$ cat src/bidio_pkg.sv
// Constants shared by the bidirectional port block.
// Assumes a CPU data-memory style access: 8-bit address, read/write strobes.
// How it works
// - Port data latches sit at 12H, 14H, 16H, 18H and 1EH.
// - Input reads return the live pad level, sampled during the read, never latched.
// - Written output values stay in the latch until the next write.
// - Each port has a direction register at 13H, 15H, 17H, 19H, 1FH.
// - Direction 1 makes an input; 0 makes a push-pull output.
// - Reads give pad for input lines and latch for output lines.
// - After reset every line stops driving.
// - Bit set, clear and complement are read-modify-write of the whole port.
// - Every port A line set as input can wake from halt, enabled per bit at build time.
// - Upper five bits of port G read zero and ignore writes.
// - Pull-high present only when the port's build option selects it.
// - Buzzer option drives divider signal and complement on buzzer lines in output mode.
// - Buzzer option leaves input behaviour of those lines unchanged.
// - Buzzer line 0 data gates both buzzer outputs; line 1 data ignored.
// - Line 1 drives its own latch when line 0 is not buzzer.
// - Lowest port G bit doubles as the external interrupt input.
// - Port G bits 1 and 2 are I/O only in internal RC plus I/O mode.
// - Port A input buffer is CMOS or Schmitt by build option.
// - The buzzer divider signal comes from timer 0 overflow.
package bidio_pkg;
  localparam int NUM_PORTS = 5;
  localparam logic [7:0] ADDR_PORT_A = 8'h12;
  localparam logic [7:0] ADDR_PORT_A_DIR = 8'h13;
  localparam logic [7:0] ADDR_PORT_B = 8'h14;
  localparam logic [7:0] ADDR_PORT_B_DIR = 8'h15;
  localparam logic [7:0] ADDR_PORT_C = 8'h16;
  localparam logic [7:0] ADDR_PORT_C_DIR = 8'h17;
  localparam logic [7:0] ADDR_PORT_D = 8'h18;
  localparam logic [7:0] ADDR_PORT_D_DIR = 8'h19;
  localparam logic [7:0] ADDR_PORT_G = 8'h1E;
  localparam logic [7:0] ADDR_PORT_G_DIR = 8'h1F;
  localparam logic [7:0] DATA_RESET = 8'hFF;
  localparam logic [7:0] DIR_RESET = 8'hFF;
  localparam logic [7:0] PORT_G_MASK = 8'h07;
  localparam int PORT_G_IRQ_BIT = 0;
  localparam int PORT_G_OSC_IN_BIT = 1;
  localparam int PORT_G_OSC_OUT_BIT = 2;
  localparam int BUZ_LINE_0_BIT = 0;
  localparam int BUZ_LINE_1_BIT = 1;
endpackage

$ cat src/bidio_port_if.sv
// Signals of one port slice: latch, direction, pad view and pin drive.
// Assumes the top module owns one instance per port.
interface bidio_port_if;
  logic [7:0] data;
  logic [7:0] dir;
  logic [7:0] alt_en;
  logic [7:0] alt_val;
  logic [7:0] pad_in;
  logic [7:0] pad_out;
  logic [7:0] pad_oe;
  logic [7:0] rd_val;
  modport slice (
    input data, dir, alt_en, alt_val, pad_in,
    output pad_out, pad_oe, rd_val
  );
  modport owner (
    output data, dir, alt_en, alt_val, pad_in,
    input pad_out, pad_oe, rd_val
  );
endinterface

$ cat src/bidio_top.sv
// Five bidirectional ports with buzzer pair, interrupt pin and oscillator-shared lines.
// Assumes CPU reaches registers by data-memory address with one-cycle strobes;
// pad inputs are synchronous to clk_sys_i. Bit ops are done by the CPU as
// read-modify-write, so the block needs no special bit-write path.
module bidio_top #(
  parameter logic [7:0] WAKE_EN_A = 8'hFF,
  parameter logic SCHMITT_A = 1'b1,
  parameter logic [4:0] PULLUP_EN = 5'h1F,
  parameter logic BUZZER_EN = 1'b0,
  parameter logic OSC_RC_IO = 1'b1
) (
  // System
  input wire logic clk_sys_i,
  input wire logic sys_rst_i,
  // CPU data memory access
  input wire logic [7:0] addr_i,
  input wire logic wr_i,
  input wire logic rd_i,
  input wire logic [7:0] wdata_i,
  output logic [7:0] rdata_o,
  output logic hit_o,
  // Timer 0 overflow pulse
  input wire logic tmr0_ovf_i,
  // Halt state from CPU
  input wire logic halt_i,
  // Pads
  input wire logic [7:0] port_a_i,
  input wire logic [7:0] port_b_i,
  input wire logic [7:0] port_c_i,
  input wire logic [7:0] port_d_i,
  input wire logic [7:0] port_g_i,
  output logic [7:0] port_a_o,
  output logic [7:0] port_b_o,
  output logic [7:0] port_c_o,
  output logic [7:0] port_d_o,
  output logic [7:0] port_g_o,
  output logic [7:0] port_a_oe_o,
  output logic [7:0] port_b_oe_o,
  output logic [7:0] port_c_oe_o,
  output logic [7:0] port_d_oe_o,
  output logic [7:0] port_g_oe_o,
  // Pull-high enables per line
  output logic [7:0] port_a_pu_o,
  output logic [7:0] port_b_pu_o,
  output logic [7:0] port_c_pu_o,
  output logic [7:0] port_d_pu_o,
  output logic [7:0] port_g_pu_o,
  // Build option seen by pad cells; wake and interrupt to system
  output logic port_a_schmitt_o,
  output logic wake_o,
  output logic ext_irq_o
);
  logic [7:0] data_reg [bidio_pkg::NUM_PORTS];
  logic [7:0] dir_reg [bidio_pkg::NUM_PORTS];
  logic [7:0] pad_in [bidio_pkg::NUM_PORTS];
  logic [7:0] rd_val [bidio_pkg::NUM_PORTS];
  logic [7:0] pad_out [bidio_pkg::NUM_PORTS];
  logic [7:0] pad_oe [bidio_pkg::NUM_PORTS];
  logic [7:0] impl_mask [bidio_pkg::NUM_PORTS];
  logic [7:0] pa_prev_reg;
  logic pa_primed_reg;
  logic [7:0] rdata_reg;
  logic div_sig;
  logic [7:0] b_alt_en;
  logic [7:0] b_alt_val;
  logic [4:0] sel_data;
  logic [4:0] sel_dir;
  logic [7:0] g_mask;

  // Port G bits 1 and 2 exist only in internal RC plus I/O mode
  assign g_mask = OSC_RC_IO ? bidio_pkg::PORT_G_MASK
                            : (bidio_pkg::PORT_G_MASK & 8'hF9);

  always_comb begin
    impl_mask[0] = 8'hFF;
    impl_mask[1] = 8'hFF;
    impl_mask[2] = 8'hFF;
    impl_mask[3] = 8'hFF;
    impl_mask[4] = g_mask;
  end

  // Address decode
  always_comb begin
    sel_data = 5'h00;
    sel_dir = 5'h00;
    unique case (addr_i)
      bidio_pkg::ADDR_PORT_A: sel_data[0] = 1'b1;
      bidio_pkg::ADDR_PORT_B: sel_data[1] = 1'b1;
      bidio_pkg::ADDR_PORT_C: sel_data[2] = 1'b1;
      bidio_pkg::ADDR_PORT_D: sel_data[3] = 1'b1;
      bidio_pkg::ADDR_PORT_G: sel_data[4] = 1'b1;
      bidio_pkg::ADDR_PORT_A_DIR: sel_dir[0] = 1'b1;
      bidio_pkg::ADDR_PORT_B_DIR: sel_dir[1] = 1'b1;
      bidio_pkg::ADDR_PORT_C_DIR: sel_dir[2] = 1'b1;
      bidio_pkg::ADDR_PORT_D_DIR: sel_dir[3] = 1'b1;
      bidio_pkg::ADDR_PORT_G_DIR: sel_dir[4] = 1'b1;
      default: begin
        sel_data = 5'h00;
        sel_dir = 5'h00;
      end
    endcase
  end

  assign hit_o = |{sel_data, sel_dir};

  // Latches hold until rewritten; all lines inputs after reset
  always_ff @(posedge clk_sys_i or posedge sys_rst_i) begin
    if (sys_rst_i) begin
      for (int i = 0; i < bidio_pkg::NUM_PORTS; i++) begin
        data_reg[i] <= bidio_pkg::DATA_RESET;
      end
    end else if (wr_i) begin
      for (int i = 0; i < bidio_pkg::NUM_PORTS; i++) begin
        if (sel_data[i]) begin
          data_reg[i] <= wdata_i & impl_mask[i];
        end
      end
    end
  end

  always_ff @(posedge clk_sys_i or posedge sys_rst_i) begin
    if (sys_rst_i) begin
      for (int i = 0; i < bidio_pkg::NUM_PORTS; i++) begin
        dir_reg[i] <= bidio_pkg::DIR_RESET;
      end
    end else if (wr_i) begin
      for (int i = 0; i < bidio_pkg::NUM_PORTS; i++) begin
        if (sel_dir[i]) begin
          // Unimplemented bits stay input so they never drive
          dir_reg[i] <= wdata_i | ~impl_mask[i];
        end
      end
    end
  end

  // Read data: pad sampled at the read strobe, no input latch
  always_ff @(posedge clk_sys_i or posedge sys_rst_i) begin
    if (sys_rst_i) begin
      rdata_reg <= 8'h00;
    end else if (rd_i) begin
      rdata_reg <= 8'h00;
      for (int i = 0; i < bidio_pkg::NUM_PORTS; i++) begin
        if (sel_data[i]) begin
          // Disabled oscillator-shared lines read 0, not their pads
          rdata_reg <= rd_val[i] & impl_mask[i];
        end
        if (sel_dir[i]) begin
          rdata_reg <= dir_reg[i] & impl_mask[i];
        end
      end
    end
  end
  assign rdata_o = rdata_reg;

  bidio_buzzer_div u_div (
    .clk_sys_i(clk_sys_i),
    .sys_rst_i(sys_rst_i),
    .ovf_i(tmr0_ovf_i),
    .div_o(div_sig)
  );

  // Buzzer mux on port B lines 0 and 1
  always_comb begin
    b_alt_en = 8'h00;
    b_alt_val = 8'h00;
    if (BUZZER_EN && !dir_reg[1][bidio_pkg::BUZ_LINE_0_BIT]) begin
      // Line 0 data gates both outputs; line 1 data unused
      b_alt_en[bidio_pkg::BUZ_LINE_0_BIT] = 1'b1;
      b_alt_val[bidio_pkg::BUZ_LINE_0_BIT] = data_reg[1][bidio_pkg::BUZ_LINE_0_BIT] & div_sig;
      b_alt_en[bidio_pkg::BUZ_LINE_1_BIT] = 1'b1;
      b_alt_val[bidio_pkg::BUZ_LINE_1_BIT] = data_reg[1][bidio_pkg::BUZ_LINE_0_BIT] & ~div_sig;
    end
  end

  always_comb begin
    pad_in[0] = port_a_i;
    pad_in[1] = port_b_i;
    pad_in[2] = port_c_i;
    pad_in[3] = port_d_i;
    pad_in[4] = port_g_i;
  end

  for (genvar g = 0; g < bidio_pkg::NUM_PORTS; g++) begin : gen_port
    bidio_port_if pif ();
    assign pif.data = data_reg[g];
    assign pif.dir = dir_reg[g];
    assign pif.alt_en = (g == 1) ? b_alt_en : 8'h00;
    assign pif.alt_val = (g == 1) ? b_alt_val : 8'h00;
    assign pif.pad_in = pad_in[g];
    assign pad_out[g] = pif.pad_out;
    assign pad_oe[g] = pif.pad_oe;
    assign rd_val[g] = pif.rd_val;
    bidio_port_slice #(
      .IMPL_MASK((g == 4) ? bidio_pkg::PORT_G_MASK : 8'hFF)
    ) u_slice (
      .p(pif.slice)
    );
  end

  assign port_a_o = pad_out[0];
  assign port_b_o = pad_out[1];
  assign port_c_o = pad_out[2];
  assign port_d_o = pad_out[3];
  assign port_g_o = pad_out[4] & g_mask;
  assign port_a_oe_o = pad_oe[0];
  assign port_b_oe_o = pad_oe[1];
  assign port_c_oe_o = pad_oe[2];
  assign port_d_oe_o = pad_oe[3];
  assign port_g_oe_o = pad_oe[4] & g_mask;

  // Pull-high only on input lines of ports whose option is set
  assign port_a_pu_o = {8{PULLUP_EN[0]}} & dir_reg[0];
  assign port_b_pu_o = {8{PULLUP_EN[1]}} & dir_reg[1];
  assign port_c_pu_o = {8{PULLUP_EN[2]}} & dir_reg[2];
  assign port_d_pu_o = {8{PULLUP_EN[3]}} & dir_reg[3];
  assign port_g_pu_o = {8{PULLUP_EN[4]}} & dir_reg[4] & g_mask;

  assign port_a_schmitt_o = SCHMITT_A;

  // External interrupt sees the pad whatever the direction
  assign ext_irq_o = port_g_i[bidio_pkg::PORT_G_IRQ_BIT];

  // Wake on any change of an enabled port A input line during halt
  always_ff @(posedge clk_sys_i or posedge sys_rst_i) begin
    if (sys_rst_i) begin
      pa_prev_reg <= 8'h00;
    end else begin
      pa_prev_reg <= port_a_i;
    end
  end
  // Reset value of the previous sample is not the pad level; compare only after a real sample
  always_ff @(posedge clk_sys_i or posedge sys_rst_i) begin
    if (sys_rst_i) begin
      pa_primed_reg <= 1'b0;
    end else begin
      pa_primed_reg <= 1'b1;
    end
  end
  assign wake_o = halt_i & pa_primed_reg & |((pa_prev_reg ^ port_a_i) & WAKE_EN_A & dir_reg[0]);
endmodule

$ cat src/bidio_port_slice.sv
// One 8-bit port: pin drive and read-back mux.
// Assumes latch and direction come from the owner's registers.
module bidio_port_slice #(
  parameter logic [7:0] IMPL_MASK = 8'hFF
) (
  bidio_port_if.slice p
);
  // Output only when direction bit is 0; alternate function replaces latch
  assign p.pad_oe = ~p.dir & IMPL_MASK;
  assign p.pad_out = ((p.alt_en & p.alt_val) | (~p.alt_en & p.data)) & IMPL_MASK;
  // Input lines read pad live, output lines read latch
  assign p.rd_val = ((p.dir & p.pad_in) | (~p.dir & p.data)) & IMPL_MASK;
endmodule

$ cat src/bidio_buzzer_div.sv
// Buzzer divider: square wave from timer 0 overflow pulses.
// Assumes ovf_i is a one-cycle pulse in the system clock domain.
module bidio_buzzer_div (
  // System
  input wire logic clk_sys_i,
  input wire logic sys_rst_i,
  // Timer
  input wire logic ovf_i,
  // Divider out
  output logic div_o
);
  logic div_reg;
  always_ff @(posedge clk_sys_i or posedge sys_rst_i) begin
    if (sys_rst_i) begin
      div_reg <= 1'b0;
    end else if (ovf_i) begin
      div_reg <= ~div_reg;
    end
  end
  assign div_o = div_reg;
endmodule

$ cat config.mk
export PLATFORM = sky130hd
export DESIGN_NAME = bidio_top
export DESIGN_NICKNAME = d
export VERILOG_FILES = /design/src/bidio_pkg.sv /design/src/bidio_port_if.sv /design/src/bidio_top.sv /design/src/bidio_port_slice.sv /design/src/bidio_buzzer_div.sv
export SDC_FILE = /design/constraint.sdc
export NUM_CORES = 1
export LEC_CHECK = 0
export BUFFER_PORTS_ARGS = -buffer_cell sky130_fd_sc_hd__buf_2
export CORE_UTILIZATION = 50
export CTS_CLUSTER_DIAMETER = 30
export CTS_CLUSTER_SIZE = 20
export DETAILED_ROUTE_END_ITERATION = 7
export PLACE_DENSITY = 0.82
export SLEW_MARGIN = 20
export SYNTH_ARGS = -nofsm -noshare
export SYNTH_HDL_FRONTEND = slang
export SYNTH_SLANG_ARGS = --single-unit
$ cat constraint.sdc
create_clock -name clk_sys_i -period 3.3 [get_ports clk_sys_i]
set_input_delay 0 -clock clk_sys_i [delete_from_list [all_inputs] [get_ports clk_sys_i]]
set_output_delay 0 -clock clk_sys_i [all_outputs]
set_load 0.05 [all_outputs]
After elaboration in Yosys (flattened, before gate mapping)
Cells that the tools add are included.

word-level totals
  logic and storage cells = 79
  output and inout bits = 132
  memory bits (writable) = 0
  memories = 0
  bits in registers = 87
  bits in latches = 0
  memory bits (read-only) = 0

cells by class
  mux-type cells = 20
  multipliers = 0
  $add $sub $neg = 0
  div/mod/pow operators = 0
  equality and inequality tests = 10
  $lt $le $gt $ge = 0
  reduce and logical (&&, ||, !) cells = 12
  bitwise logic cells = 24
  shift operators = 0

operators by type and width
  kind                  count
  $eq A8 B5 Y1 const B  10
  $mux W8               10
  $and A8 B8 Y8         9
  $not A8 Y8            4
  $or A8 B8 Y8          4
  $reduce_and A2 Y1     10
  $mux W1               10
  $reduce_or A10 Y1     1
  $reduce_or A8 Y1      1
  $xor A8 B8 Y8         1
  $and A3 B3 Y3         2
  $not A3 Y3            1
  $or A3 B3 Y3          1
  $and A1 B1 Y1         2

Depth between registers and ports, before layout
  depth in word-level cells = 13
  gate-level depth with buffers = 8
  depth with buffers taken out = 5

Modules after synthesis
Synthesis repeated with hierarchy kept, for this count alone.

unflattened totals
  cells, all modules = 485
  area total of the unflattened synthesis = 5733.0 um^2

modules (own cells, without submodules)
  module                                      instances  seq. area each (um^2)  area an instance (um^2)  cells each
  bidio_top                                   1          2290.9                 4434.3                   364
  bidio_port_slice (gen_port[0].u_slice ...)  4          0.0                    270.3                    24
  bidio_port_slice (gen_port[4].u_slice)      1          0.0                    217.7                    25

Worst setup path before layout
OpenSTA, ideal clock, no wires.

  path kind = flip-flop to output port
  from = reg dir_reg (netlist bit port_a_pu_o[3])
  to = out wake_o
  slack = 1.196 ns
  arrival = 2.104 ns
  cell stages (with the launch flop) = 5
  cells stage by stage = dfstp_2 > inv_1 > o22ai_1 > a221oi_1 > a21oi_1

on the way
  word-level cells in the longest chain between the ends = 3

RTL lines
  item                             RTL line          source
  start, declared                  bidio_top.sv:54   logic [7:0] dir_reg [bidio_pkg::NUM_PORTS];
  start signal, assigned by index  bidio_top.sv:124  dir_reg[i] <= bidio_pkg::DIR_RESET;
  start signal, assigned by index  bidio_top.sv:130  dir_reg[i] <= wdata_i | ~impl_mask[i];
  $and A8 B8 Y8                    bidio_top.sv:239  assign wake_o = halt_i & pa_primed_reg & |((pa_prev_reg ^ port_a_i) & WAKE_EN_A & dir_reg[0]);
  $reduce_or A8 Y1                 bidio_top.sv:239
  $and A1 B1 Y1                    bidio_top.sv:239
  end, declared                    bidio_top.sv:50   output logic wake_o,

Every way passes these cells.

Final worst setup path
  from = reg dir_reg (netlist bit port_c_pu_o[2])
  to = reg rdata_reg[2], in the netlist rdata_o[2]

on the way
  word-level cells in the longest chain between the ends = 9

RTL lines
  item                  RTL line                source
  $not A8 Y8            bidio_port_slice.sv:12  assign p.rd_val = ((p.dir & p.pad_in) | (~p.dir & p.data)) & IMPL_MASK;
  $and A8 B8 Y8         bidio_port_slice.sv:12
  $or A8 B8 Y8          bidio_port_slice.sv:12
  $mux W8               bidio_top.sv:143        if (sel_data[i]) begin
  $mux W8 *             bidio_top.sv:147        if (sel_dir[i]) begin
  $mux W8 *             bidio_top.sv:143
  $mux W8 *             bidio_top.sv:147
  $mux W8 *             bidio_top.sv:143
  $mux W8 *             bidio_top.sv:147
  end signal, assigned  bidio_top.sv:145        rdata_reg <= rd_val[i] & impl_mask[i];
  end signal, assigned  bidio_top.sv:148        rdata_reg <= dir_reg[i] & impl_mask[i];
  end, declared         bidio_top.sv:62         logic [7:0] rdata_reg;

Mark *: on every way between the ends. The rest lies on a longest branch, timed or not.
A chain may end at the register's enable or synchronous reset.

==> results.md <==
- Status: completed
- ANT nets after route: 0
- Combinational power share: 24.5%
- Average size of a mapped cell: 10.6 um^2
- IO Count: 194
- RSZ-0062 raised after global routing: false
- Ant. Diodes: 0
- Synth top area share: 37.8%
- Slew HR: 42.8%
- NumNets Final: 700
- Peak VDD IR: 224 uV
- Data required, critical path: 3530 ps
- Die width: 101 um
- Seq/Total Area, Yosys: 46.6%
- Gr usage total: 28.8%
- Wirelength per Cell: 18.6 um
- Via-to-Cell Ratio: 5.74
- R2r setup slk: 1430 ps
- Lkg Pwr: 2.81 nW
- Final worst path period share: 56.7%
- Synthesis-to-layout area growth: 26.1%
- Yosys reg bits: 87
- Crit path kind: register to register
- Fmax: 0.535 GHz
- Port Buffers: 171
- Met2 Use GR: 48.6%
- Most frequent cells in the layout: buf_2 (171), dfstp_2 (70), mux2_2 (65)
- Part of the power in registers: 45.4%
- Row count: 35
- Hold_buf cts: 18
- Worst hold slack: 135 ps
- Clock power frac: 30.1%
- DP HPWL: 10500 um
- Setup TNS: 0 ps
- HP Class: input port to register
- CTS sink cnt: 87
- Vias in the first global route: 4161
- DRT iter0 DRCs: 373
- Max H-tree Level: 3
- DIE AREA: 10100 um^2
- Critical-path top delay cell: dfstp_2
- Grt peak-use layer: met2
- GR Layer Usage met3: 4.79%
- EDFF count, synth: 0
- Max incr delay on CP: 570 ps
- Num CTS Buffers: 9
- Reg2Reg Launch Point: port_c_pu_o[2]
- Power per cell area: 434 nW/um^2
- P_sw: 0.910 mW
- Hold Fails Final Rpt: 0
- Setup bufs post-CTS: 0
- Clock skew: 7.95 ps
- Crit end category: register
- Worst EP arrival: 2110 ps
- Largest register FFs: 35
- Worst reg-to-reg path cell count: 5
- # Max-Cap Violations: 0
- Overflow after GRT: 0
- Post-synth cell types: 66
- Worst skew pair latency: 360 ps
- Crit-path max FO: 5
- Most common cell after layout, fill and taps aside: buf_2
- Crit. Startpoint: port_c_pu_o[2]
- Clock-pin slew on the worst setup and hold paths: 80 ps
- # resized after CTS: 0
- Met1 usage: 36.7%
- Syn. warnings: 0
- Largest net degree at the start of global routing: 52
- Vias: 4431
- Least-Margin Pin Slew: 858 ps
- Clock Root Buffer: clkbuf_8
- Final setup viols: 0
- Max-slew violations: 0
- Layout Cells excl Fill: 772
- Internal power: 1.75 mW
- Initial antenna violation count: 0
- Core Area: 9330 um^2
- Post-route DRC: 0
- Starting density of the core: 52.1%
- First-pass GRT wire length: 21800 um
- Sw Ratio: 34.2%
- R2R Path End: rdata_o[2]
- Routed WL: 14400 um
- Critical Path, Cell by Cell: mux2_2 > and3_1 > o311ai_0 > a221o_1 > a31oi_1
- Post-synth ARST share: 100%
- Crit start category: register
- Yosys top cell by area: dfstp_2
- RePlAce Congestion: 0.861
- Most used flip-flop cell after synthesis: dfstp_2
- Final Core Density: 65.7%
- Syn Std Cell Area: 4860 um^2
- Gate Count Post-Synth: 457
- Die Span Y: 101 um
- Hold path start: wr_i
- Post-layout min period: 1870 ps
- Leading post-synthesis cells by cell area: dfstp_2 (38%), mux2_2 (15%), dfrtp_1 (8.7%)
- Placed Cells: 738
- Layout cells sized above 1: 52.7%
- CP endpoint: rdata_o[2]
- CTS tree: done
- Drt first pass iters: 5
- CTS max path bufs: 2
==> power groups by stage <==
stage | clock, mW | combinational (mW) | sequential [mW]
finish | 0.800 | 0.652 | 1.21
global route | 0.859 | 0.684 | 1.22
CTS | 0.807 | 0.650 | 1.21
detailed placement | 0 | 0.631 | 1.22
global placement | 0 | 0.623 | 1.22
floorplan | 0 | 0.313 | 1.39
==> area by class of cell <==
cell class                      count  area, um^2
Sequential cell                    87        2260
Timing Repair Buffer              193        1070
Tap cell                          129         161
Fill cell                         759        3200
Multi-Input combinational cell    308        2280
Clock inverter                      4        70.1
Inverter                           39         148
Clock buffer                       12         135
==> layer usage <==
| metal | routed length (um) | part of all wire [%] |
|---|---|---|
| met1 | 5830 | 41 |
| met5 | 0 | 0 |
| met4 | 420 | 2.9 |
| met3 | 1040 | 7.2 |
| met2 | 7100 | 49 |
==> stage by stage <==
| step | power [mW] | worst slack (ps) | area, um^2 |
|---|---|---|---|
| floorplan | 1.70 | 1170 | 4920 |
| global placement | 1.84 | 1200 | 5740 |
| detailed placement | 1.86 | 1140 | 5740 |
| CTS | 2.66 | 1430 | 6130 |
| global route | 2.76 | 1340 | 6130 |
| finish | 2.66 | 1430 | 6130 |
==> Yosys cell counts, types with 4 or more instances <==
library cell,instances
dfstp_2,70
a221oi_1,5
nor4_1,4
clkbuf_1,12
inv_1,38
xnor2_1,4
nand2_1,33
nand2b_1,6
a32oi_1,4
a21oi_1,14
mux2i_1,19
buf_2,7
a32o_1,4
and3_1,5
nor3_1,7
nand3_1,7
mux2_2,65
buf_4,17
nor2_1,15
or3_1,5
o22ai_1,5
xor2_1,4
o21ai_0,30
dfrtp_1,17
==> logic make-up (layout without fill, tap and decap cells) <==
family	after synthesis	after routing	share of synthesized area, %
AO/OA/AOI/OAI	97	97	14.0
XOR/XNOR	8	8	1.44
buffers and inverters	77	248	7.59
flip-flops	87	87	46.6
multiplexers	84	84	19.0
other	2	17	0.154
AND/OR/NAND/NOR	102	102	11.3
==> worst min path at each step <==
stage                        endpoint  depth (start not counted)
2_1_floorplan          pa_prev_reg[0]                          0
3_3_place_gp           pa_prev_reg[0]                          1
3_5_place_dp           pa_prev_reg[0]                          1
4_1_cts                    rdata_o[7]                          5
5_1_grt        gen_port[4].pif.dir[2]                          3
6_report       gen_port[4].pif.dir[2]                          3
==> worst max-delay path, delay by kind of cell (launching register included) <==
kind,cells,cell delay (ps)
multiplexers,1,350
AO/OA/AOI/OAI,3,640
flip-flops,1,570
AND/OR/NAND/NOR,1,170
(Power assumes the default switching activity.)
